File: src/rtl/fe_cfg_pkg.sv
package fe_cfg_pkg;

    // ------------------------------------------------------------
    // Register offsets and reset values
    // ------------------------------------------------------------
    localparam logic [7:0]  OFS_MODE     = 8'h10;
    localparam logic [7:0]  OFS_SLOT_CFG = 8'h11;
    localparam logic [7:0]  OFS_SYNC     = 8'h38;
    localparam logic [7:0]  OFS_CLK_CTRL = 8'h4B;
    localparam logic [15:0] RST_MODE     = 16'h0000;
    localparam logic [15:0] RST_SLOT_CFG = 16'h1000;
    localparam logic [15:0] RST_SYNC     = 16'h0000;
    localparam logic [15:0] RST_CLK_CTRL = 16'h2600;

    // ------------------------------------------------------------
    // Field positions
    // ------------------------------------------------------------
    localparam int MODE_LSB     = 0;
    localparam int READBACK_BIT = 13;
    localparam int PROTECT_BIT  = 12;
    localparam int B_FMT_LSB    = 6;
    localparam int B_EN_BIT     = 5;
    localparam int A_FMT_LSB    = 2;
    localparam int A_EN_BIT     = 0;
    localparam int BYPASS_BIT   = 8;
    localparam int POWER_BIT    = 7;

    // ------------------------------------------------------------
    // Codes
    // ------------------------------------------------------------
    localparam logic [1:0] MODE_STANDBY = 2'h0;
    localparam logic [1:0] MODE_PROGRAM = 2'h1;
    localparam logic [1:0] MODE_NORMAL  = 2'h2;
    localparam logic [2:0] FMT_NONE     = 3'h0;
    localparam logic [2:0] FMT_SUM16    = 3'h1;
    localparam logic [2:0] FMT_SUM32    = 3'h2;
    localparam logic [2:0] FMT_CH16     = 3'h4;
    localparam logic [2:0] FMT_CH32     = 3'h6;

    // ------------------------------------------------------------
    // Timing
    // ------------------------------------------------------------
    localparam int CLK_HZ  = 100_000_000;
    localparam int OSC_HZ  = 32_000;
    localparam int OSC_DIV = CLK_HZ / OSC_HZ;

    // ------------------------------------------------------------
    // Carriers
    // ------------------------------------------------------------
    typedef struct packed {
        logic             second;
        logic [3:0][31:0] chan;
    } slot_result_t;

    typedef struct packed {
        logic [1:0] mode;
        logic       readback_sum_or_average;
        logic       queue_overflow_protect;
        logic [2:0] second_slot_queue_format;
        logic       second_slot_enable;
        logic [2:0] first_slot_queue_format;
        logic       first_slot_enable;
        logic       sample_oscillator_bypass;
        logic       sample_clock_power_up;
    } cfg_t;

endpackage : fe_cfg_pkg

File: src/rtl/queue_store.sv
`timescale 1ns/10ps
module queue_store #(
    parameter int W     = 16,
    parameter int DEPTH = 64,
    parameter int AW    = $clog2(DEPTH)
) (
    // Clock and reset
    input  wire logic         clk,
    input  wire logic         srst,
    // Mode
    input  wire logic         protect,
    // Fill side
    input  wire logic         push,
    input  wire logic [W-1:0] push_data,
    output logic              drop,
    // Drain side
    input  wire logic         pop,
    output logic [W-1:0]      pop_data,
    output logic              pop_valid,
    output logic [AW:0]       level,
    output logic              full
);

    logic [DEPTH-1:0][W-1:0] mem_r;
    logic [AW-1:0]           wptr_r, wptr_nxt, rptr_r, rptr_nxt;
    logic [AW:0]             cnt_r, cnt_nxt;
    logic [W-1:0]            data_r, data_nxt;
    logic                    vld_r, vld_nxt, drop_r, drop_nxt, full_r, full_nxt;
    logic                    wen, ren;

    always_comb
    begin
        ren      = pop && (cnt_r != '0);
        wen      = push && !(full_r && protect);
        wptr_nxt = wen ? wptr_r + 1'b1 : wptr_r;
        rptr_nxt = rptr_r;
        cnt_nxt  = cnt_r;
        if (ren || (wen && full_r))
        begin
            // Overwrite mode drops the oldest word
            rptr_nxt = rptr_r + 1'b1;
        end
        if (wen && !ren && !full_r)
        begin
            cnt_nxt = cnt_r + 1'b1;
        end
        else if (ren && !wen)
        begin
            cnt_nxt = cnt_r - 1'b1;
        end
        full_nxt = (cnt_nxt == (AW+1)'(DEPTH));
        data_nxt = ren ? mem_r[rptr_r] : data_r;
        vld_nxt  = ren;
        drop_nxt = push && !wen;
    end

    always_ff @(posedge clk)
    begin
        if (wen)
        begin
            mem_r[wptr_r] <= push_data;
        end
        if (srst)
        begin
            wptr_r <= '0;
            rptr_r <= '0;
            cnt_r  <= '0;
            data_r <= '0;
            vld_r  <= 1'b0;
            drop_r <= 1'b0;
            full_r <= 1'b0;
        end
        else
        begin
            wptr_r <= wptr_nxt;
            rptr_r <= rptr_nxt;
            cnt_r  <= cnt_nxt;
            data_r <= data_nxt;
            vld_r  <= vld_nxt;
            drop_r <= drop_nxt;
            full_r <= full_nxt;
        end
    end

    assign pop_data  = data_r;
    assign pop_valid = vld_r;
    assign level     = cnt_r;
    assign full      = full_r;
    assign drop      = drop_r;

    property p_protect_keeps;
        @(posedge clk) disable iff (srst)
        protect && full_r && push && !pop |=> full_r && rptr_r == $past(rptr_r) && drop_r;
    endproperty
    a_protect_keeps: assert property (p_protect_keeps) else $error("full queue accepted");

    property p_wrap_overwrites;
        @(posedge clk) disable iff (srst)
        !protect && full_r && push && !pop |=> full_r && rptr_r == $past(rptr_r) + 1'b1;
    endproperty
    a_wrap_overwrites: assert property (p_wrap_overwrites) else $error("no overwrite");

    c_overwrite: cover property (@(posedge clk) !protect && full_r && push);

endmodule : queue_store

File: src/rtl/front_end_config.sv
`timescale 1ns/10ps
// How it works
// - Mode field: standby, program, normal
// - Bit 13 picks sum or average in the 32-bit formats
// - Bit 12 blocks or overwrites when full
// - Bits 8..6 give second-slot queue format
// - Bits 4..2 give first-slot queue format
// - Second slot stored only if factors match or the first-slot format is none
// - Bit 5 enables second slot
// - Bit 0 enables first slot
// - Bit 8 selects pin clock over oscillator
// - Bit 7 powers the sample clock
module front_end_config #(
    parameter int QUEUE_DEPTH = 64,
    parameter int OSC_DIV     = fe_cfg_pkg::OSC_DIV
) (
    // Clock and reset
    input  wire logic                     clk,
    input  wire logic                     srst,
    // Register access from the serial port
    input  wire logic [7:0]               reg_addr,
    input  wire logic                     reg_wr,
    input  wire logic [15:0]              reg_wdata,
    input  wire logic                     reg_rd,
    output logic [15:0]                   reg_rdata,
    output logic                          reg_rvalid,
    // External sample clock and averaging factors
    input  wire logic                     general_pin_one,
    input  wire logic [2:0]               first_slot_avg_factor,
    input  wire logic [2:0]               second_slot_avg_factor,
    // Slot results
    input  wire logic                     result_valid,
    input  wire fe_cfg_pkg::slot_result_t result,
    // Slot control and status
    output logic                          first_slot_start,
    output logic                          second_slot_start,
    output logic                          sample_clock_enable,
    output logic                          mode_standby,
    output logic                          mode_program,
    output logic                          mode_normal,
    // Queue drain
    input  wire logic                     queue_pop,
    output logic [15:0]                   queue_data,
    output logic                          queue_data_valid,
    output logic [$clog2(QUEUE_DEPTH):0]  queue_level,
    output logic                          queue_full,
    output logic                          queue_drop
);

    // ------------------------------------------------------------
    // Registers
    // ------------------------------------------------------------
    logic [15:0]      mode_r, mode_nxt, slot_r, slot_nxt, sync_r, sync_nxt;
    logic [15:0]      clk_r, clk_nxt, rdata_r, rdata_nxt;
    logic             rvalid_r, rvalid_nxt;
    logic [2:0]       mflag_r, mflag_nxt;
    fe_cfg_pkg::cfg_t cfg;

    always_comb
    begin
        mode_nxt   = mode_r;
        slot_nxt   = slot_r;
        sync_nxt   = sync_r;
        clk_nxt    = clk_r;
        rdata_nxt  = 16'h0000;
        rvalid_nxt = reg_rd;
        if (reg_wr)
        begin
            case (reg_addr)
                fe_cfg_pkg::OFS_MODE:     mode_nxt = reg_wdata;
                fe_cfg_pkg::OFS_SLOT_CFG: slot_nxt = reg_wdata;
                fe_cfg_pkg::OFS_SYNC:     sync_nxt = reg_wdata;
                fe_cfg_pkg::OFS_CLK_CTRL: clk_nxt  = reg_wdata;
                default:                  mode_nxt = mode_r;
            endcase
        end
        if (reg_rd)
        begin
            case (reg_addr)
                fe_cfg_pkg::OFS_MODE:     rdata_nxt = mode_r;
                fe_cfg_pkg::OFS_SLOT_CFG: rdata_nxt = slot_r;
                fe_cfg_pkg::OFS_SYNC:     rdata_nxt = sync_r;
                fe_cfg_pkg::OFS_CLK_CTRL: rdata_nxt = clk_r;
                default:                  rdata_nxt = 16'h0000;
            endcase
        end
        // Mode code 3 is undefined and leaves all flags low
        mflag_nxt = {mode_nxt[fe_cfg_pkg::MODE_LSB +: 2] == fe_cfg_pkg::MODE_NORMAL,
                     mode_nxt[fe_cfg_pkg::MODE_LSB +: 2] == fe_cfg_pkg::MODE_PROGRAM,
                     mode_nxt[fe_cfg_pkg::MODE_LSB +: 2] == fe_cfg_pkg::MODE_STANDBY};
    end

    always_ff @(posedge clk)
    begin
        if (srst)
        begin
            mode_r   <= fe_cfg_pkg::RST_MODE;
            slot_r   <= fe_cfg_pkg::RST_SLOT_CFG;
            sync_r   <= fe_cfg_pkg::RST_SYNC;
            clk_r    <= fe_cfg_pkg::RST_CLK_CTRL;
            rdata_r  <= 16'h0000;
            rvalid_r <= 1'b0;
            mflag_r  <= 3'h1;
        end
        else
        begin
            mode_r   <= mode_nxt;
            slot_r   <= slot_nxt;
            sync_r   <= sync_nxt;
            clk_r    <= clk_nxt;
            rdata_r  <= rdata_nxt;
            rvalid_r <= rvalid_nxt;
            mflag_r  <= mflag_nxt;
        end
    end

    always_comb
    begin
        cfg.mode                     = mode_r[fe_cfg_pkg::MODE_LSB +: 2];
        cfg.readback_sum_or_average  = slot_r[fe_cfg_pkg::READBACK_BIT];
        cfg.queue_overflow_protect   = slot_r[fe_cfg_pkg::PROTECT_BIT];
        cfg.second_slot_queue_format = slot_r[fe_cfg_pkg::B_FMT_LSB +: 3];
        cfg.second_slot_enable       = slot_r[fe_cfg_pkg::B_EN_BIT];
        cfg.first_slot_queue_format  = slot_r[fe_cfg_pkg::A_FMT_LSB +: 3];
        cfg.first_slot_enable        = slot_r[fe_cfg_pkg::A_EN_BIT];
        cfg.sample_oscillator_bypass = clk_r[fe_cfg_pkg::BYPASS_BIT];
        cfg.sample_clock_power_up    = clk_r[fe_cfg_pkg::POWER_BIT];
    end

    // ------------------------------------------------------------
    // Sample clock and slot starts
    // ------------------------------------------------------------
    localparam logic [11:0] DIV_LAST = 12'(OSC_DIV - 1);

    logic [11:0] div_r, div_nxt;
    logic        pin_prev_r, a_start_r, a_start_nxt, b_start_r, b_start_nxt;
    logic        running, tick;

    always_comb
    begin
        running = cfg.sample_clock_power_up
                  && (cfg.mode == fe_cfg_pkg::MODE_NORMAL);
        div_nxt = (!running || div_r == DIV_LAST) ? 12'h000 : div_r + 12'h001;
        if (cfg.sample_oscillator_bypass)
        begin
            tick = running && general_pin_one && !pin_prev_r;
        end
        else
        begin
            tick = running && (div_r == DIV_LAST);
        end
        a_start_nxt = tick && cfg.first_slot_enable;
        // Second slot follows the first by one cycle when both run
        b_start_nxt = running && cfg.second_slot_enable
                      && (cfg.first_slot_enable ? a_start_r : tick);
    end

    always_ff @(posedge clk)
    begin
        if (srst)
        begin
            div_r      <= 12'h000;
            pin_prev_r <= 1'b0;
            a_start_r  <= 1'b0;
            b_start_r  <= 1'b0;
        end
        else
        begin
            div_r      <= div_nxt;
            pin_prev_r <= general_pin_one;
            a_start_r  <= a_start_nxt;
            b_start_r  <= b_start_nxt;
        end
    end

    // ------------------------------------------------------------
    // Result formatting
    // ------------------------------------------------------------
    logic [7:0][15:0] fmt_words;
    logic [3:0]       fmt_count;
    logic [2:0]       fmt, nshift;
    logic [31:0]      sum4, scaled;
    logic             accept;

    always_comb
    begin
        fmt       = result.second ? cfg.second_slot_queue_format
                                  : cfg.first_slot_queue_format;
        nshift    = result.second ? second_slot_avg_factor : first_slot_avg_factor;
        sum4      = result.chan[0] + result.chan[1] + result.chan[2] + result.chan[3];
        scaled    = cfg.readback_sum_or_average ? sum4 >> nshift : sum4;
        fmt_words = '0;
        fmt_count = 4'h0;
        case (fmt)
            fe_cfg_pkg::FMT_SUM16:
            begin
                fmt_words[0] = sum4[15:0];
                fmt_count    = 4'h1;
            end
            fe_cfg_pkg::FMT_SUM32:
            begin
                fmt_words[1:0] = scaled;
                fmt_count      = 4'h2;
            end
            fe_cfg_pkg::FMT_CH16:
            begin
                for (int i = 0; i < 4; i++)
                begin
                    fmt_words[i] = result.chan[i][15:0];
                end
                fmt_count = 4'h4;
            end
            fe_cfg_pkg::FMT_CH32:
            begin
                for (int i = 0; i < 4; i++)
                begin
                    fmt_words[2*i +: 2] = cfg.readback_sum_or_average
                                          ? result.chan[i] >> nshift : result.chan[i];
                end
                fmt_count = 4'h8;
            end
            default: fmt_count = 4'h0;
        endcase
        accept = result_valid && running
                 && (result.second ? cfg.second_slot_enable : cfg.first_slot_enable)
                 && (fmt_count != 4'h0)
                 && (!result.second
                     || first_slot_avg_factor == second_slot_avg_factor
                     || cfg.first_slot_queue_format == fe_cfg_pkg::FMT_NONE);
    end

    // ------------------------------------------------------------
    // Word pusher
    // ------------------------------------------------------------
    typedef enum logic [1:0] {
        S_IDLE = 2'b01,
        S_PUSH = 2'b10
    } push_state_t;

    push_state_t      state_r, state_nxt;
    logic [7:0][15:0] words_r, words_nxt;
    logic [3:0]       n_r, n_nxt, idx_r, idx_nxt;
    logic             push;

    always_comb
    begin
        state_nxt = state_r;
        words_nxt = words_r;
        n_nxt     = n_r;
        idx_nxt   = idx_r;
        push      = 1'b0;
        case (state_r)
            S_IDLE:
            begin
                // Results arriving mid-push are dropped
                if (accept)
                begin
                    words_nxt = fmt_words;
                    n_nxt     = fmt_count;
                    idx_nxt   = 4'h0;
                    state_nxt = S_PUSH;
                end
            end
            S_PUSH:
            begin
                if (!running)
                begin
                    state_nxt = S_IDLE;
                end
                else
                begin
                    push    = 1'b1;
                    idx_nxt = idx_r + 4'h1;
                    if (idx_r == n_r - 4'h1)
                    begin
                        state_nxt = S_IDLE;
                    end
                end
            end
            default: state_nxt = S_IDLE;
        endcase
    end

    always_ff @(posedge clk)
    begin
        if (srst)
        begin
            state_r <= S_IDLE;
            words_r <= '0;
            n_r     <= 4'h0;
            idx_r   <= 4'h0;
        end
        else
        begin
            state_r <= state_nxt;
            words_r <= words_nxt;
            n_r     <= n_nxt;
            idx_r   <= idx_nxt;
        end
    end

    queue_store #(
        .W     (16),
        .DEPTH (QUEUE_DEPTH)
    ) u_queue (
        .clk       (clk),
        .srst      (srst),
        .protect   (cfg.queue_overflow_protect),
        .push      (push),
        .push_data (words_r[idx_r[2:0]]),
        .drop      (queue_drop),
        .pop       (queue_pop),
        .pop_data  (queue_data),
        .pop_valid (queue_data_valid),
        .level     (queue_level),
        .full      (queue_full)
    );

    assign reg_rdata           = rdata_r;
    assign reg_rvalid          = rvalid_r;
    assign first_slot_start    = a_start_r;
    assign second_slot_start   = b_start_r;
    assign sample_clock_enable = clk_r[fe_cfg_pkg::POWER_BIT];
    assign mode_standby        = mflag_r[0];
    assign mode_program        = mflag_r[1];
    assign mode_normal         = mflag_r[2];

    // ------------------------------------------------------------
    // Checks
    // ------------------------------------------------------------
    property p_mode_gate;
        @(posedge clk) disable iff (srst)
        !mode_normal |=> !first_slot_start && !second_slot_start;
    endproperty
    a_mode_gate: assert property (p_mode_gate) else $error("start outside normal");

    property p_avg32;
        @(posedge clk) disable iff (srst)
        accept && fmt == fe_cfg_pkg::FMT_SUM32 |=> {words_r[1], words_r[0]} ==
            ($past(cfg.readback_sum_or_average) ? $past(sum4) >> $past(nshift) : $past(sum4));
    endproperty
    a_avg32: assert property (p_avg32) else $error("bad sum or average");

    property p_ch32_count;
        @(posedge clk) disable iff (srst)
        accept && result.second && fmt == fe_cfg_pkg::FMT_CH32 |=> n_r == 4'h8 ##[1:8] push;
    endproperty
    a_ch32_count: assert property (p_ch32_count) else $error("wrong word count");

    property p_reserved;
        @(posedge clk) disable iff (srst)
        state_r == S_IDLE && result_valid && !result.second && fmt == 3'h3 |=> state_r == S_IDLE;
    endproperty
    a_reserved: assert property (p_reserved) else $error("reserved code stored");

    property p_pair;
        @(posedge clk) disable iff (srst)
        state_r == S_IDLE && result_valid && result.second
            && first_slot_avg_factor != second_slot_avg_factor
            && cfg.first_slot_queue_format != fe_cfg_pkg::FMT_NONE |=> state_r == S_IDLE;
    endproperty
    a_pair: assert property (p_pair) else $error("unmatched second slot stored");

    property p_b_off;
        @(posedge clk) disable iff (srst)
        !cfg.second_slot_enable |=> !second_slot_start;
    endproperty
    a_b_off: assert property (p_b_off) else $error("second slot ran disabled");

    property p_a_follow;
        @(posedge clk) disable iff (srst)
        $rose(first_slot_start) && cfg.second_slot_enable && running |=> second_slot_start;
    endproperty
    a_a_follow: assert property (p_a_follow) else $error("second slot missed");

    property p_pin_clock;
        @(posedge clk) disable iff (srst)
        cfg.sample_oscillator_bypass && !general_pin_one |=> !first_slot_start;
    endproperty
    a_pin_clock: assert property (p_pin_clock) else $error("start without pin edge");

    property p_power;
        @(posedge clk) disable iff (srst)
        !sample_clock_enable |-> ##1 (!first_slot_start && !second_slot_start);
    endproperty
    a_power: assert property (p_power) else $error("start while unpowered");

    property p_no_push;
        @(posedge clk) disable iff (srst)
        !running |-> !push;
    endproperty
    a_no_push: assert property (p_no_push) else $error("push while stopped");

    c_both_slots: cover property (@(posedge clk) first_slot_start ##1 second_slot_start);
    c_ch32:       cover property (@(posedge clk) accept && fmt == fe_cfg_pkg::FMT_CH32);
    c_pin_tick:   cover property (@(posedge clk) tick && cfg.sample_oscillator_bypass);

endmodule : front_end_config

File: config.mk
export PLATFORM = sky130hd
export DESIGN_NAME = front_end_config
export DESIGN_NICKNAME = d
export VERILOG_FILES = /design/src/rtl/fe_cfg_pkg.sv /design/src/rtl/queue_store.sv /design/src/rtl/front_end_config.sv
export SDC_FILE = /design/constraint.sdc
export NUM_CORES = 2
export LEC_CHECK = 0
export ABC_AREA = 1
export BUFFER_PORTS_ARGS = -buffer_cell sky130_fd_sc_hd__buf_2
export CAP_MARGIN = 40
export CORE_MARGIN = 2
export CORE_UTILIZATION = 46
export DETAILED_ROUTE_END_ITERATION = 8
export GPL_TIMING_DRIVEN = 0
export PLACE_DENSITY = 0.61
export SYNTH_ARGS = -nofsm -noshare
export SYNTH_HDL_FRONTEND = slang
export SYNTH_SLANG_ARGS = --single-unit
File: constraint.sdc
create_clock -name clk -period 3.6 [get_ports clk]
set_clock_uncertainty 0.05 [all_clocks]
set_input_delay 0.72 -clock clk [delete_from_list [all_inputs] [get_ports clk]]
set_output_delay 0.72 -clock clk [all_outputs]
set_load 0.03 [all_outputs]
# ---- Yosys cells after proc, flatten, opt, wreduce, memory -nomap -nowiden
# Cells that the tools add are included.
dict set report classes {
  n_addsub 10
  n_lt_le_gt_ge 4
  n_eq_ne 20
  shift 5
  muxes 36
  bitwise_logic 1
  reduce_logical 45
}
# cell count
set op_table {}
lappend op_table {{$bwmux W1024} 1}
lappend op_table {{$mux W32} 5}
lappend op_table {{$shr A32 B3 Y32} 5}
lappend op_table {{$pmux W16 S4} 2}
lappend op_table {{$add A32 B32 Y32} 3}
lappend op_table {{$bmux W16 S6} 1}
lappend op_table {{$demux W16 S6} 1}
lappend op_table {{$mux W64} 1}
lappend op_table {{$pmux W32 S2} 1}
lappend op_table {{$bmux W16 S3} 1}
lappend op_table {{$mux W16} 3}
lappend op_table {{$pmux W16 S3} 1}
lappend op_table {{$logic_and A1 B1 Y1} 20}
lappend op_table {{$eq A8 B5 Y1 const B} 2}
lappend op_table {{$pmux W4 S4} 1}
lappend op_table {{$lt A6 B7 Y1 const B} 2}
lappend op_table {{$mux W7} 2}
lappend op_table {{$add A12 B1 Y12 const B} 1}
lappend op_table {{$add A6 B1 Y6 const B} 2}
lappend op_table {{$eq A12 B12 Y1 const B} 1}
lappend op_table {{$reduce_and A2 Y1} 6}
lappend op_table {{$mux W2} 5}
lappend op_table {{$eq A8 B6 Y1 const B} 1}
lappend op_table {{$eq A8 B7 Y1 const B} 1}
lappend op_table {{other kinds (31)} 52}
dict set report totals {
  ff_bits 1299
  in_bits 166
  out_inout_bits 49
}

# ---- Logic depth before layout (Yosys ltp)
dict set report logic_depth {
  depth_word 10
  depth_mapped 24
  mapped_depth_nobuf 24
}

# ---- By module
# A second synthesis with hierarchy kept.
dict set report hier_totals {
  hier_cells 7146
  hier_area_um2 63551.0
}
# mod n_inst cells_per_inst area_per_inst_um2 seq_area_each_um2
set by_module_without_submodules {}
lappend by_module_without_submodules {queue_store 1 3801 43181.4 31510.2}
lappend by_module_without_submodules {front_end_config 1 3345 20369.5 4744.6}

# ---- Worst setup path after synthesis
# OpenSTA, ideal clock, no wires.
dict set report synth_path {
  kind {input-to-reg}
  start {input result[1] (netlist name)}
  end {register words_r[8] (netlist name)}
  arrival_time_ns 3.698
  required_ns 3.492
  setup_slack_ns -0.206
  stages 19
  n_path_buf 0
  path_cell_list {inv_1 fa_1 fa_1 inv_1 ha_1 inv_1 fa_1 inv_1 nand3_1 nand2_1 nand2_1 nand2_1 xor2_1 o21ai_0 o211ai_1 nand4_1 nand2_1 nand2_1 nand2_1}
}
dict set report synth_between {
  elab_chain_len 6
  word_cells_on_any_way 8
}
# element line
set synth_lines {}
lappend synth_lines {{start: declaration} front_end_config.sv:33} ;# input wire fe_cfg_pkg::slot_result_t result,
lappend synth_lines {{$add A32 B32 Y32 (3 in a row)} front_end_config.sv:190} ;# sum4 = result.chan[0] + result.chan[1] + result.chan[2] + result.chan[3];
lappend synth_lines {{$shr A32 B3 Y32} front_end_config.sv:191} ;# scaled = cfg.readback_sum_or_average ? sum4 >> nshift : sum4;
lappend synth_lines {{$mux W32} front_end_config.sv:191}
lappend synth_lines {{$pmux W16 S4 *} front_end_config.sv:194} ;# case (fmt)
lappend synth_lines {{end signal: assignment} front_end_config.sv:296} ;# words_r <= words_nxt;
lappend synth_lines {{end: declaration} front_end_config.sv:241} ;# logic [7:0][15:0] words_r, words_nxt;
# Every way passes the cells marked *; elsewhere a longest branch is shown, timed or not.
# A chain may end at the register's enable or synchronous reset.

# ---- Worst setup path after layout
dict set report layout_path {
  start {register u_queue.rptr_r[0]}
  end {register u_queue.data_r[10], in the netlist u_queue.pop_data[10]}
}
dict set report layout_between {
  elab_chain_len 2
}
# element line
set layout_lines {}
lappend layout_lines {{start: declaration} queue_store.sv:25} ;# logic [AW-1:0] wptr_r, wptr_nxt, rptr_r, rptr_nxt;
lappend layout_lines {{start signal: assignment} queue_store.sv:76} ;# rptr_r <= rptr_nxt;
lappend layout_lines {{$bmux W16 S6} queue_store.sv:52} ;# data_nxt = ren ? mem_r[rptr_r] : data_r;
lappend layout_lines {{$mux W16 (not written as such)} queue_store.sv:52}
lappend layout_lines {{end signal: assignment} queue_store.sv:78} ;# data_r <= data_nxt;
lappend layout_lines {{end: declaration} queue_store.sv:27} ;# logic [W-1:0] data_r, data_nxt;
# No other way between the ends. The select of a mux whose other input is x is not followed.

==> impl.org <==
** Detailed routing
- Number of design rule violations left after detail routing :: 0
- Detailed-route via count :: approximately 56000
- For this block, the initial DRC count from the detailed router was 8778.
- Using the TritonRoute via totals, the vias-per-cell ratio works out to 6.34.
- Detailed-router iteration count before antenna repair :: 6
- Routed len/inst :: around 34 um
- After detailed routing, the total wire length is slightly above 300000 um.
- Antenna-violating nets left :: 0

** Pwr
- Pleak :: approximately 25 nW
- Part of the power in registers :: between 30% and 40%
- For this design the ratio of total power to cell area is roughly 600 nW/um2.
- Highest ir drop seen on vdd :: 659 uV
- In this run the power spent charging and discharging nets is roughly 17 mW.
- After layout, the design draws a total of 44.9 mW.
- Sw Share :: 38.0%
- The share of total power dissipated in combinational logic is 32.1%.
- Cell Int Power :: 27.9 mW
- In this run, the clock network consumes between 30% and 40% of the power.

** Hold path
- The worst hold path belongs to the class primary input to flop.

** Yosys
- Number of enable flip-flop cells after synthesis :: slightly above 1000
- Counting instances in the post-synthesis netlist gives the leading cell types as sky130_fd_sc_hd__edfxtp_1, sky130_fd_sc_hd__nand2_1, sky130_fd_sc_hd__o21ai_0, sky130_fd_sc_hd__nor2_1, sky130_fd_sc_hd__inv_1.
- Sequential fraction of the synthesis area :: approximately three fifths
- Counting flops and latches in the post-synthesis netlist gives 1299.
- Mean instance size in the synthesized netlist :: around 9.6 um2
- Synthesis produced a netlist with a net count of about 6700.
- For this run, the number of Yosys warnings is 0.
- Synth top area cells :: sky130_fd_sc_hd__edfxtp_1, sky130_fd_sc_hd__dfxtp_1, sky130_fd_sc_hd__o21ai_0
- For this run, the leading register cell type out of synthesis is sky130_fd_sc_hd__edfxtp_1.
- The netlist uses 56 different library cells.
- Dominant cell type by area after synthesis :: sky130_fd_sc_hd__edfxtp_1
- In this run the biggest area consumer among cell types represents about half of the synthesized area.
- Fraction of registers with async set/reset :: 0%
- In the synthesized netlist, the number of instances is 6436.
- The synthesized netlist occupies a cell area of 61500 um2.
- Most common cell in the netlist :: sky130_fd_sc_hd__edfxtp_1

** Final layout
- Area delta synth->final :: 21.9%
- The filler cells instantiated in the layout total approximately 12000.
- Measured on the finished design, the core utilization comes to a little under three fifths.
- Number of nets in the layout :: just over 7000
- Cell Count, Final, Fillers Out :: 8895
- Post-layout instance area :: 75000 um2
- Fraction of layout cells with a size suffix above 1 :: roughly 16%

** Floorplan
- The die is about 370 um wide.
- Area of the core :: 133000 um2
- Initial Util :: roughly 46%
- Number of rows in the core area :: approximately 130
- 215 I/O pins were placed.
- Die footprint :: 137000 um2
- Die Height :: roughly 370 um

** Global route
- Wire length of the first global-routing pass :: between 400000 and 500000 um
- Entering global routing, the biggest net connects 33 pins.
- The initial antenna violation count came to 13.
- Overall overflow remaining after global route :: 0
- Global router's overall resource usage :: 43.5%
- The via count of the first global-routing pass is 52483.

** Status
- Failing checks :: setup timing
- The run finished, with violations left.

** Worst setup path
- At the worst endpoint, the arrival time is roughly 4.4 ns.
- The worst setup path is captured at a flop.
- The number of buffers and inverters on the critical path is 5.
- For this run, the slowest stage of the critical path takes ~0.5 ns.
- The worst setup path is of the flop to flop kind.
- Cell breakdown of the critical path :: clkbuf_4 > buf_2 > clkbuf_4 > clkbuf_1 > nor2_1 > o221ai_1 > nand3_1 > nand4_1 > nand3_1 > nand3_1 > o211ai_1 > inv_1
- The slowest stage of the critical path is the sky130_fd_sc_hd__o221ai_1 cell.
- In this design, the critical path's most frequently occurring cell is sky130_fd_sc_hd__nand3_1.
- STA puts the critical path data required time at 4.25 ns.
- The worst setup path is launched from a flop.
- Of all nets on the critical path, the largest fanout is 10.
- Top cell family by delay on the critical path :: buffers and inverters

** STA
- Number of hold violations in the final report :: 0
- Minimum hold slack :: between 0.08 and 0.09 ns
- Final-report setup violation count :: 16
- Once routing completed, OpenROAD measured the worst setup slack at -0.119 ns.
- Derived from the worst setup path, the maximum achievable clock frequency is around 0.27 GHz.
- Min cycle time layout :: 3.72 ns
- Post-route setup TNS :: -0.989 ns
- Number of max-slew violations in the final report :: 0
- Worst Max-Slew Pin Slew :: between 1 and 1.5 ns
- Crit share post-route :: 103%
- In this run the tightest slew margin relative to its limit is 28.4%.
- RSZ-0062 raised after global routing :: yes

** Clock tree
- CTS built an H-tree with a depth of 4.
- Clock tree synthesis found a total of around 1300 sinks.
- Number of clock buffers inserted by TritonCTS :: between 100 and 150
- The tree is rooted in a sky130_fd_sc_hd__clkbuf_16.
- Clock slew seen by the registers of the worst setup and hold paths :: around 0.06 ns
- Number of buffers on the longest clock path :: 3
- In this run, post-CTS hold repair placed 0 buffers.
- At the later pin of the worst-skew pair, clock insertion delay measures between 0.8 and 0.9 ns.
- TritonCTS built the clock tree.

** Placement
- The count of buffers added on input and output ports is 214.
- DP Worst Slack :: -1.68 ns
- Placer congestion estimate :: between 1 and 1.5
- The HPWL after detailed placement is 232000 um.
- Summing all placed instances gives a cell area of 68000 um2.
- Number of cells in the design after placement :: 8579

** Run
- Across the run, the number of max-cap violations was 0.
cell type report:
cell class                 count  area, um2  share of cell area [%]
tap                         1768       2210                    2.95
clock inverter                72        835                    1.11
sequential                  1299      36300                    48.3
antenna                        9       22.5                  0.0300
timing repair buffer         427       4290                    5.73
clock buffer                 184       3720                    4.96
multi-input combinational   4172      23800                    31.8
buffer                       427       1750                    2.33
inverter                     537       2100                    2.80
sequential cells by signal (all words and copies together), names as in the netlist, 6 cells and up:
register          flops
u_queue.mem_r      1024
div_r                12
slot_r               16
u_queue.pop_data     16
u_queue.rptr_r        6
words_r             128
sync_r               16
u_queue.wptr_r        6
mode_r               16
clk_r                16
u_queue.level         7
reg_rdata            16
cells by family after synthesis:
kind of cell               Yosys count  synth area share (%)
AOI/OAI and AO/OA                 1779                  16.8
xor gates and xnor gates            22                 0.313
adders and majority gates          102                  2.83
buffers and inverters              965                  6.00
DFF                               1299                  58.9
muxes                                6                0.0976
and+or+nand+nor                   2263                  15.0
worst paths after layout:
check	start	to	slack (ns)	cells past startpoint
worst min-delay path	general_pin_one	pin_prev_r	0.08	3
worst max register to register	u_queue.rptr_r[0]	u_queue.pop_data[10]	-0.12	12
worst max-delay path	u_queue.rptr_r[0]	u_queue.pop_data[10]	-0.12	12
worst min register to register	words_r[6]	words_r[6]	0.40	2
worst reg2reg max path, cell delays in order, from the launching register on:
cell and delay, ns:
sky130_fd_sc_hd__dfxtp_1 0.34, sky130_fd_sc_hd__clkbuf_4 0.23, sky130_fd_sc_hd__buf_2 0.38, sky130_fd_sc_hd__clkbuf_4 0.37, sky130_fd_sc_hd__clkbuf_1 0.43, sky130_fd_sc_hd__nor2_1 0.11, sky130_fd_sc_hd__o221ai_1 0.50, sky130_fd_sc_hd__nand3_1 0.38
sky130_fd_sc_hd__nand4_1 0.29, sky130_fd_sc_hd__nand3_1 0.13, sky130_fd_sc_hd__nand3_1 0.19, sky130_fd_sc_hd__o211ai_1 0.12, sky130_fd_sc_hd__inv_1 0.08
cell usage in the layout (no fill, tap or decap), types with 27 or more instances in the layout:
cell type	synthesis	routed
sky130_fd_sc_hd__a211oi_1	36	36
sky130_fd_sc_hd__a21oi_1	226	217
sky130_fd_sc_hd__buf_1	36	34
sky130_fd_sc_hd__buf_12	0	27
sky130_fd_sc_hd__buf_2	48	231
sky130_fd_sc_hd__buf_4	3	71
sky130_fd_sc_hd__buf_6	0	42
sky130_fd_sc_hd__buf_8	0	74
sky130_fd_sc_hd__clkbuf_1	340	334
sky130_fd_sc_hd__clkbuf_16	0	140
sky130_fd_sc_hd__clkbuf_2	1	43
sky130_fd_sc_hd__clkinv_1	4	29
sky130_fd_sc_hd__dfxtp_1	275	275
sky130_fd_sc_hd__edfxtp_1	1024	1024
sky130_fd_sc_hd__fa_1	62	52
sky130_fd_sc_hd__inv_1	525	464
sky130_fd_sc_hd__inv_2	8	43
sky130_fd_sc_hd__nand2_1	1002	901
sky130_fd_sc_hd__nand2_2	2	65
sky130_fd_sc_hd__nand2_4	0	35
sky130_fd_sc_hd__nand3_1	324	235
sky130_fd_sc_hd__nand3_2	0	69
sky130_fd_sc_hd__nand4_1	65	65
sky130_fd_sc_hd__nor2_1	809	722
sky130_fd_sc_hd__nor2_2	1	67
sky130_fd_sc_hd__o211ai_1	76	76
sky130_fd_sc_hd__o21ai_0	937	929
sky130_fd_sc_hd__o221ai_1	179	167
sky130_fd_sc_hd__o22ai_1	225	225
layer usage:
| metal | wire, um | global-route usage, % | up-vias | part of all wire, % |
|---|---|---|---|---|
| met3 | 31000 | 9.28 | 1059 | 10 |
| li1 | - | - | 23921 | - |
| met1 | 107000 | 52.9 | 27352 | 35 |
| met5 | 46 | 0 | - | 0.015 |
| met2 | 134000 | 66.6 | 4050 | 44 |
| met4 | 31000 | 36.1 | 6 | 10 |
power groups by stage:
stage	Sequential [mW]	Clock, mW	Combinational, mW
final	16.2	14.3	14.4
after global routing	16.2	14.9	14.9
after CTS	16.2	14.3	13.2
after detailed placement	16.5	0	12.4
after global placement	16.5	0	12.1
after floorplan	16.7	0	6.34
timing repair:
| item | CTS | global route |
|---|---|---|
| pin swaps | 77 | 116 |
| endpoints found under the setup margin | 48 | 100 |
| resized for setup | 303 | 259 |
| hold endpoints to repair | 0 | 0 |
| setup buffers | 22 | 29 |
(Power assumes the default switching activity.)
